===== src/hw/fscic_defs.svh =====
// Bit positions, reset values and feature constants of the control block
`ifndef FSCIC_DEFS_SVH
`define FSCIC_DEFS_SVH
`define FSCIC_CW0_MONITOR 1
`define FSCIC_CW0_TRAP_ALL 2
`define FSCIC_CW0_TASK_SW 3
`define FSCIC_CW0_ERR_SEL 5
`define FSCIC_CW0_NO_WT 29
`define FSCIC_CW0_CACHE_DIS 30
`define FSCIC_CW0_RST 32'h6000_0000
`define FSCIC_CW0_KEEP 32'h6000_0000
`define FSCIC_CW4_SAVE 9
`define FSCIC_CW4_EXC 10
`define FSCIC_CW4_RST 32'h0000_0000
`define FSCIC_SIMD_RST 32'h0000_1F80
`define FSCIC_FEAT_FLUSH 19
`define FSCIC_FEAT_FXSR 24
`define FSCIC_FEAT_PFX1 25
`define FSCIC_FEAT_PFX2 26
`define FSCIC_FEAT_LEAF 32'h0000_0001
`define FSCIC_TYPE_UNCACHED 8'h00
`endif


===== src/hw/fscic_pkg.sv =====
// Types shared by the control block and its environment
package fscic_pkg;
    typedef enum logic [2:0] {
        FSCIC_K_NONE = 3'b000,
        FSCIC_K_FP = 3'b001,
        FSCIC_K_WAIT = 3'b010,
        FSCIC_K_FEAT = 3'b011,
        FSCIC_K_SRD = 3'b100,
        FSCIC_K_SWR = 3'b101
    } fscic_kind_t;
    typedef struct packed {
        logic valid;
        fscic_kind_t kind;
        logic [31:0] accumulator_reg;
        logic [7:0] msr_index;
        logic [63:0] wdata;
    } fscic_req_t;
    typedef enum logic [0:0] {
        FSCIC_RUN = 1'b0,
        FSCIC_HUNG = 1'b1
    } fscic_state_t;
endpackage


===== src/hw/fscic_ctrl.sv =====
// Floating-point, packed-extension, cache and init control flags
// Function
// - Hardware reset clears trap-all, monitor and error-select flags in control word zero.
// - Trap-all set faults every floating-point instruction; clear executes it on the unit.
// - Wait faults only when monitor flag and task-switched flag are both set.
// - Error-select set reports unmasked errors internally, clear via external interrupt.
// - Trap-all clear with no unit, coprocessor or emulator: floating-point hangs device.
// - Variant without floating-point hardware faults every floating-point instruction.
// - Reset sets cache-disable and no-writethrough; caches enable only when both clear.
// - After reset every internal cache line is invalid.
// - Model-specific registers are reachable only by dedicated read and write instructions.
// - Reset zeroes range type registers; zero selects the uncached type.
// - Feature result: bit 25, bit 26 packed extensions, bit 24 full-state save.
// - Feature flags load into data register when accumulator is 1; bit 19 flush.
// - Reset loads packed control/status with 1F80H; soft init leaves it unchanged.
`include "fscic_defs.svh"
module fscic_ctrl #(
    parameter bit HAS_FPU = 1'b1,
    parameter int MSR_NUM = 16,
    parameter int MTRR_NUM = 4,
    parameter int LINES = 8,
    parameter bit FEAT_FLUSH = 1'b1,
    parameter bit FEAT_FXSR = 1'b1,
    parameter bit FEAT_PFX1 = 1'b1,
    parameter bit FEAT_PFX2 = 1'b1
) (
    input wire logic i_clk,
    input wire logic i_srst,
    input wire logic i_soft_init,
    input wire logic i_cw0_wr,
    input wire logic [31:0] i_cw0_wdata,
    input wire logic i_task_switch,
    input wire logic i_cw4_wr,
    input wire logic [31:0] i_cw4_wdata,
    input wire logic i_simd_wr,
    input wire logic [31:0] i_simd_wdata,
    input wire fscic_pkg::fscic_req_t i_req,
    input wire logic i_fpu_present,
    input wire logic i_coproc_present,
    input wire logic i_emulator_present,
    input wire logic i_unmasked_exc,
    input wire logic i_line_fill,
    input wire logic [$clog2(LINES)-1:0] i_line_idx,
    output logic [31:0] o_control_word_zero,
    output logic [31:0] o_control_word_four,
    output logic [31:0] o_simd_fp_control_status,
    output logic o_cache_enable,
    output logic [LINES-1:0] o_line_valid,
    output logic [MTRR_NUM-1:0] o_range_uncached,
    output logic o_done,
    output logic o_device_unavailable_fault,
    output logic o_fp_exec,
    output logic o_hung,
    output logic o_fp_err_internal,
    output logic o_fp_err_external,
    output logic [31:0] o_data_reg_d,
    output logic [63:0] o_msr_rdata
);
    localparam int IW = $clog2(MSR_NUM);

    // ************************************************
    // Control words
    // ************************************************
    logic [31:0] cw0_q, cw0_d, cw4_q, cw4_d, simd_q, simd_d;
    logic trap_all, monitor, err_sel, ts_flag;

    assign trap_all = cw0_q[`FSCIC_CW0_TRAP_ALL];
    assign monitor = cw0_q[`FSCIC_CW0_MONITOR];
    assign err_sel = cw0_q[`FSCIC_CW0_ERR_SEL];
    assign ts_flag = cw0_q[`FSCIC_CW0_TASK_SW];

    always_comb begin
        cw0_d = cw0_q;
        cw4_d = cw4_q;
        simd_d = simd_q;
        if (i_soft_init) begin
            // Soft init keeps cache flags, drops the rest
            cw0_d = cw0_q & `FSCIC_CW0_KEEP;
        end else if (i_cw0_wr) begin
            cw0_d = i_cw0_wdata;
        end
        // Task switch event wins over a same-cycle write
        if (i_task_switch) begin
            cw0_d[`FSCIC_CW0_TASK_SW] = 1'b1;
        end
        if (i_cw4_wr) begin
            cw4_d = i_cw4_wdata;
        end
        if (i_simd_wr) begin
            simd_d = i_simd_wdata;
        end
    end

    always_ff @(posedge i_clk) begin
        if (i_srst) begin
            cw0_q <= `FSCIC_CW0_RST;
            cw4_q <= `FSCIC_CW4_RST;
            simd_q <= `FSCIC_SIMD_RST;
        end else begin
            cw0_q <= cw0_d;
            cw4_q <= cw4_d;
            simd_q <= simd_d;
        end
    end

    assign o_control_word_zero = cw0_q;
    assign o_control_word_four = cw4_q;
    assign o_simd_fp_control_status = simd_q;
    assign o_cache_enable = ~cw0_q[`FSCIC_CW0_CACHE_DIS] & ~cw0_q[`FSCIC_CW0_NO_WT];

    // ************************************************
    // Cache line valid bits
    // ************************************************
    logic [LINES-1:0] valid_q, valid_d;
    generate
        for (genvar g = 0; g < LINES; g++) begin : g_line
            // Fills while disabled are dropped: nothing was cached
            assign valid_d[g] = valid_q[g] |
                (i_line_fill & o_cache_enable & (i_line_idx == g));
        end
    endgenerate

    always_ff @(posedge i_clk) begin
        if (i_srst) begin
            valid_q <= '0;
        end else begin
            valid_q <= valid_d;
        end
    end
    assign o_line_valid = valid_q;

    // ************************************************
    // Instruction dispatch
    // ************************************************
    fscic_pkg::fscic_state_t st_q, st_d;
    logic take, is_fp, is_wait, fault, hang;
    logic done_q, done_d, flt_q, flt_d, exe_q, exe_d;
    logic [31:0] dreg_q, dreg_d;
    logic [63:0] rd_q, rd_d;
    logic [63:0] msr_q [MSR_NUM];
    logic [63:0] msr_d [MSR_NUM];
    logic [31:0] feat;
    logic [IW-1:0] idx;

    always_comb begin
        feat = '0;
        feat[`FSCIC_FEAT_FLUSH] = FEAT_FLUSH;
        feat[`FSCIC_FEAT_FXSR] = FEAT_FXSR;
        feat[`FSCIC_FEAT_PFX1] = FEAT_PFX1;
        feat[`FSCIC_FEAT_PFX2] = FEAT_PFX2;
    end

    assign idx = i_req.msr_index[IW-1:0];
    assign take = i_req.valid & (st_q == fscic_pkg::FSCIC_RUN);
    assign is_fp = take & (i_req.kind == fscic_pkg::FSCIC_K_FP);
    assign is_wait = take & (i_req.kind == fscic_pkg::FSCIC_K_WAIT);
    assign fault = (is_fp & (~HAS_FPU | trap_all)) | (is_wait & monitor & ts_flag);
    assign hang = is_fp & HAS_FPU & ~trap_all & ~i_fpu_present &
        ~i_coproc_present & ~i_emulator_present;

    always_comb begin
        st_d = st_q;
        done_d = 1'b0;
        flt_d = fault;
        exe_d = is_fp & ~fault & ~hang;
        dreg_d = dreg_q;
        rd_d = rd_q;
        msr_d = msr_q;
        if (hang) begin
            st_d = fscic_pkg::FSCIC_HUNG;
        end else if (take) begin
            done_d = 1'b1;
            unique case (i_req.kind)
                fscic_pkg::FSCIC_K_FEAT: begin
                    dreg_d = (i_req.accumulator_reg == `FSCIC_FEAT_LEAF) ? feat : '0;
                end
                fscic_pkg::FSCIC_K_SRD: begin
                    rd_d = msr_q[idx];
                end
                fscic_pkg::FSCIC_K_SWR: begin
                    msr_d[idx] = i_req.wdata;
                end
                default: begin
                end
            endcase
        end
    end

    always_ff @(posedge i_clk) begin
        if (i_srst) begin
            st_q <= fscic_pkg::FSCIC_RUN;
            done_q <= 1'b0;
            flt_q <= 1'b0;
            exe_q <= 1'b0;
            dreg_q <= '0;
            rd_q <= '0;
            // Cleared so that range types start uncached
            for (int i = 0; i < MSR_NUM; i++) begin
                msr_q[i] <= '0;
            end
        end else begin
            st_q <= st_d;
            done_q <= done_d;
            flt_q <= flt_d;
            exe_q <= exe_d;
            dreg_q <= dreg_d;
            rd_q <= rd_d;
            msr_q <= msr_d;
        end
    end

    generate
        for (genvar g = 0; g < MTRR_NUM; g++) begin : g_range
            assign o_range_uncached[g] = (msr_q[g][7:0] == `FSCIC_TYPE_UNCACHED);
        end
    endgenerate

    assign o_done = done_q;
    assign o_device_unavailable_fault = flt_q;
    assign o_fp_exec = exe_q;
    assign o_hung = (st_q == fscic_pkg::FSCIC_HUNG);
    assign o_data_reg_d = dreg_q;
    assign o_msr_rdata = rd_q;

    // ************************************************
    // Numeric error routing
    // ************************************************
    logic int_q, int_d, ext_q, ext_d;
    always_comb begin
        int_d = i_unmasked_exc & err_sel;
        ext_d = i_unmasked_exc & ~err_sel;
    end
    always_ff @(posedge i_clk) begin
        if (i_srst) begin
            int_q <= 1'b0;
            ext_q <= 1'b0;
        end else begin
            int_q <= int_d;
            ext_q <= ext_d;
        end
    end
    assign o_fp_err_internal = int_q;
    assign o_fp_err_external = ext_q;
endmodule


===== config.mk =====
export PLATFORM = sky130hd
export DESIGN_NAME = fscic_ctrl
export DESIGN_NICKNAME = d
export VERILOG_FILES = /design/src/hw/fscic_pkg.sv /design/src/hw/fscic_ctrl.sv
export VERILOG_INCLUDE_DIRS = /design/src /design/src/hw
export SDC_FILE = /design/constraint.sdc
export NUM_CORES = 2
export LEC_CHECK = 0
export BUFFER_PORTS_ARGS = -buffer_cell sky130_fd_sc_hd__buf_4
export CORE_ASPECT_RATIO = 0.6
export CORE_UTILIZATION = 25
export DETAILED_ROUTE_END_ITERATION = 8
export PLACE_DENSITY = 0.39
export SLEW_MARGIN = 20
export SYNTH_ARGS = -nofsm -noshare
export SYNTH_HDL_FRONTEND = slang
export SYNTH_SLANG_ARGS = --single-unit

===== constraint.sdc =====
create_clock -name i_clk -period 2.5 [get_ports i_clk]
set_input_delay 0.125 -clock i_clk [delete_from_list [all_inputs] [get_ports i_clk]]
set_output_delay 0.125 -clock i_clk [all_outputs]
set_load 0.02 [all_outputs]

# Yosys cells after proc, flatten, opt, wreduce, memory -nomap -nowiden
# Index checks and enable logic that the tools add are counted.
word_totals:
  ff_bits: 1230
classes:
  magnitude_cmp: 2
  n_eq_ne: 13
  n_mux: 11
  bitwise: 45
  n_reduce_logical: 13
op_table:
  columns: ["op", "count"]
  rows:
  - ["$bwmux 1024", 1]
  - ["$bmux 64 s4", 1]
  - ["$demux 64 s4", 1]
  - ["$mux 64", 3]
  - ["$eq 32x1->1 const B", 1]
  - ["$logic_not 8->1", 4]
  - ["$mux 27", 1]
  - ["$and 1x1->1", 24]
  - ["$eq 3x3->1 const B", 6]
  - ["$eq 3x2->1 const B", 4]
  - ["$not 1->1", 11]
  - ["$or 1x1->1", 9]
  - ["$reduce_and 3->1", 3]
  - ["$mux 4", 2]
  - ["$eq 3x1->1 const B", 2]
  - ["$ge 5x5->1 const B", 1]
  - ["$lt 5x1->1 const B", 1]
  - ["$not 4->5", 1]
  - ["$reduce_or 2->1", 2]
  - ["$logic_not 3->1", 1]
  - ["$reduce_bool 3->1", 1]
  - ["$mux 1", 2]
  - ["$reduce_and 2->1", 1]
  - ["$logic_and 1x1->1", 1]

# Logic depth before layout (Yosys ltp)
depth:
  ltp_word: 9
  mapped_depth: 8
  ltp_nobuf: 4

# Worst setup path after synthesis
# OpenSTA, ideal clock, no wires.
synth_path:
  path_type: "register -> register"
  from: "reg st_q (netlist: o_hung)"
  to: "reg msr_q[515] (netlist bit)"
  t_arrival_ps: 1597
  t_required_ps: 2357
  slack_ps: 760
  stages_incl_launch_ff: 8
  path_buffers: 3
  cell_sequence: "dfxtp_1 -> nand4bb_1 -> buf_4 -> or3_1 -> buf_2 -> clkbuf_1 -> nand2_1 -> a21oi_2"
synth_via:
  elab_chain_cells: 9
synth_lines:
  columns: ["element", "line_no", "rtl"]
  rows:
  - ["start: declaration", "fscic_ctrl.sv:135", "fscic_pkg::fscic_state_t st_q, st_d;"]
  - ["start signal: assignment", "fscic_ctrl.sv:191", "st_q <= fscic_pkg::FSCIC_RUN;"]
  - ["start signal: assignment", "fscic_ctrl.sv:202", "st_q <= st_d;"]
  - ["$not 1->1 *", "fscic_ctrl.sv:154", "assign take = i_req.valid & (st_q == fscic_pkg::FSCIC_RUN);"]
  - ["$and 1x1->1 *", "fscic_ctrl.sv:154", null]
  - ["$and 1x1->1", "fscic_ctrl.sv:155", "assign is_fp = take & (i_req.kind == fscic_pkg::FSCIC_K_FP);"]
  - ["$and 1x1->1 (3 in series)", "fscic_ctrl.sv:158", "assign hang = is_fp & HAS_FPU & ~trap_all & ~i_fpu_present &"]
  - ["$and 1x1->1", "fscic_ctrl.sv:159", "~i_coproc_present & ~i_emulator_present;"]
  - ["$not 1->1 (no line)", null, null]
  - ["$reduce_and 3->1 (no line) *", null, null]
  - ["end signal: assignment", "fscic_ctrl.sv:208", "msr_q <= msr_d;"]
  - ["end: declaration", "fscic_ctrl.sv:140", "logic [63:0] msr_q [MSR_NUM];"]
# Every way passes the cells marked *; elsewhere a longest branch is shown, timed or not.
# A chain may end at the register's enable or synchronous reset.

# Worst setup path after layout
layout_path:
  from: "in i_req[82] (netlist bit)"
  to: "reg dreg_q[25] (netlist: o_data_reg_d[25])"
layout_via:
  elab_chain_cells: 2
layout_lines:
  columns: ["element", "line_no", "rtl"]
  rows:
  - ["start: declaration", "fscic_ctrl.sv:37", "input wire fscic_pkg::fscic_req_t i_req,"]
  - ["$eq 32x1->1 (no line)", null, null]
  - ["$mux 27", "fscic_ctrl.sv:175", "dreg_d = (i_req.accumulator_reg == `FSCIC_FEAT_LEAF) ? feat : '0;"]
  - ["end signal: assignment", "fscic_ctrl.sv:206", "dreg_q <= dreg_d;"]
  - ["end: declaration", "fscic_ctrl.sv:138", "logic [31:0] dreg_q, dreg_d;"]
# No other way between the ends.

==> run metrics <==
status complete, no violations; GRT Total Usage 18.8%; routability cong. 0.759; Vias 42.7k; I/O Pins 430; Tmin final 2340 ps; CTS resizes 0; FILL cells 21.2k; Setup Fix Bufs, Post-CTS 0; Initial Util 25.3%; via/cell ratio 4.71; PortBufs 397; largest net degree at the start of global routing 133; Root Buffer clkbuf_16; setup repair after global routing missed its margin no; Slowest cell on crit path dlygate4sd3_1; first-pass GRT wire length 297,000 microns; Cells after Synth 5,763; Die Y 357 microns; Clk network pwr share 48.2%; slew at the pin closest to its max-slew limit 978 ps; Sink Count 1,199; hold slack 129 ps; DRT Wirelength 203,000 microns; period utilization 93.7%; final hold violation count 0; Max Freq 427 MHz; Final ANT Viol Nets 0; VDD IR-drop max 0.470 mV; sw frac 24.3%; Worst Hold Class input port to flop; H-tree Lvls 4; width of the die 593 microns; DIE AREA 211,000 sq um; synthesized flop and latch total 1,199; critical path class input port to flop; hpwl dp 119,000 microns; crit-path max cell delay 610 ps; synthesized area 52,400 sq um; async set-or-reset flop fraction in the synthesized netlist 0%; area share of the largest cell type after synthesis 45.8%; Reg power frac 44.9%; crit path DAT 3090 ps; clock slew at the register clock pins of the worst setup and hold paths 60 ps; Max Cap Viol 0; R2R setup slack 180 ps; Worst Skew 55.0 ps; Crit Path Max Fanout 1; CP Capture Type flop; Top Family by Delay on Critical Path buffers and inverters; cell mode on critical path dlygate4sd3_1; Synth Warn # 0; initial antenna violation count 15; Sw Pwr 0.0104 W; Distinct cells, synth 42; CP Launch Type input port; Layout Nets 6,433; crit path buf inv count 5; Synth Area per Inst 9.09 sq um; number of global-route vias before repair 42.4k; cell-internal power 0.0325 W; P&R area growth vs syn 26.1%; most used flip-flop cell after synthesis dfxtp_1; WL per Instance 22.4 microns; PD cells 651 nW/um^2; setup_tns 0 ps; endpoints failing setup 0; core area 207,000 sq um; WP data required 3250 ps; top cells by area, synth dfxtp_1 (46%), nand2_1 (15%), mux4_2 (11%); Site Rows 129; TritonCTS Buffers 138; Detailed Route Iter0 Violations 3,121; Post-synth EDFFs 0; share of cells above drive strength 1 25.2%; Seq/Total Area, Yosys 45.8%; Slew HR 34.7%; Pins Over Slew Limit 0; clock buffer depth 4; Comb power frac 7.0%; drt pass-1 iters 5; crit-path cells dlygate4sd3_1 > buf_4 > nor4_1 > dlygate4sd3_1 > nand4_1 > dlygate4sd3_1 > o31a_1 > dlygate4sd3_1 > nor2_1; Pleak 22.6 nW; total global routing overflow 0; CTS tree yes; area leader, netlist dfxtp_1; DRC viols 0; worst-skew pair later-pin latency 820 ps; hold_buf cts 337
-- final timing paths --
| check | start | end | cells past startpoint |
|---|---|---|---|
| worst max-delay path | i_req[82] | o_data_reg_d[25] | 9 |
| worst min register to register | msr_q[509] | msr_q[509] | 2 |
| worst min-delay path | i_unmasked_exc | o_fp_err_internal | 3 |
| worst max register to register | o_hung | msr_q[964] | 7 |
-- synth_stat cells, types with 2 or more instances --
cell,count
nand3_1,4
buf_4,35
mux2i_1,216
nand3b_1,2
a211o_1,72
a21oi_1,491
nor2b_1,14
dfxtp_1,1199
buf_1,24
nor2_1,238
or4_1,9
a211oi_1,2
a31oi_1,2
nand2_1,2050
nand3_2,9
a21oi_2,540
nand4_1,2
buf_2,188
nor3_4,10
nor4_1,8
or3_1,5
nor4b_1,3
nor3_2,2
and3_1,6
clkbuf_1,281
mux4_2,256
buf_6,75
and3b_1,3
nand4bb_1,2
nand2b_1,3
-- stage by stage --
step / instances / cell area (sq um) / util (%) / power [W] / setup slack, ps
2_1_floorplan: 5790 / 52500 / - / 0.0212 / 760
3_3_place_gp: 8488 / 58200 / 28.1 / 0.0222 / 376
3_5_place_dp: 8488 / 58200 / 28.1 / 0.0222 / 368
4_1_cts: 9056 / 66000 / 31.9 / 0.0435 / 135
5_1_grt: 9060 / 66000 / 31.9 / 0.0445 / 11.2
6_report: 9061 / 66000 / 31.9 / 0.0430 / 159
-- cells by family (layout without fill, tap and decap cells) --
family          count (synthesis)  in the layout  share of synthesized area, %
other cells                     1             33                       0.00716
buf+inv                       604           1119                          6.14
flops                        1199           1199                          45.8
compound gates               1109           1109                          15.0
simple gates                 2378           2378                          17.9
mux                           472            472                          15.1
-- placed cells by master (no fill, tap or decap), types with 14 or more instances in the layout --
cell type      synthesis  final
clkinv_2               0     17
a21oi_1              491    491
clkbuf_8               0     29
dfxtp_1             1199   1199
nand2_1             2050   2050
conb_1                 1     28
nor2_1               238    237
a21oi_2              540    540
buf_4                 35    455
a211o_1               72     72
clkbuf_1             281     29
nor2b_1               14     14
dlygate4sd3_1          0    337
mux2i_1              216    216
clkbuf_16              0    140
mux4_2               256    256
buf_12                 1     92
-- registers in the layout (all words and copies together), names as in the netlist --
signal / count
o_control_word_zero: 32
o_line_valid: 8
o_fp_err_internal: 1
o_done: 1
msr_q: 1024
o_hung: 1
o_msr_rdata: 64
o_data_reg_d: 1
o_simd_fp_control_status: 32
o_device_unavailable_fault: 1
o_fp_err_external: 1
o_control_word_four: 32
o_fp_exec: 1
-- area by class of cell --
cell class              count  area (sq um)  area share [%]
flip-flops and latches   1199         24000            36.4
clock buffers             198          4010            6.08
multi-input cells        3987         25400            38.5
clock inverters            33           423           0.641
repair buffers            888          8690            13.2
diodes                      5          12.5          0.0190
well taps                2751          3440            5.21
-- worst register-to-register path, stage by stage, from the launching register on --
cell,delay [ps]
dfxtp_1,350
and4bb_2,340
buf_12,200
and3_4,290
buf_12,310
nand2_1,110
a21oi_1,120
dlygate4sd3_1,560
-- power by group through the flow --
stage,logic (W),clock network [W],registers (W)
5_1_grt,0.00317,0.0221,0.0193
3_5_place_dp,0.00252,0,0.0197
2_1_floorplan,0.00143,0,0.0198
6_report,0.00299,0.0207,0.0193
4_1_cts,0.00301,0.0213,0.0193
3_3_place_gp,0.00252,0,0.0197
-- layer usage --
| layer | vias to the layer above | wire length, microns | global-route usage, % |
|---|---|---|---|
| li1 | 20100 | - | - |
| met1 | 21300 | 102000 | 28.3 |
| met2 | 1032 | 86400 | 28.0 |
| met3 | 236 | 10900 | 3.03 |
| met4 | 10 | 3550 | 3.85 |
| met5 | - | 69 | 0 |
No activity file was read; power rests on OpenSTA's default activity.
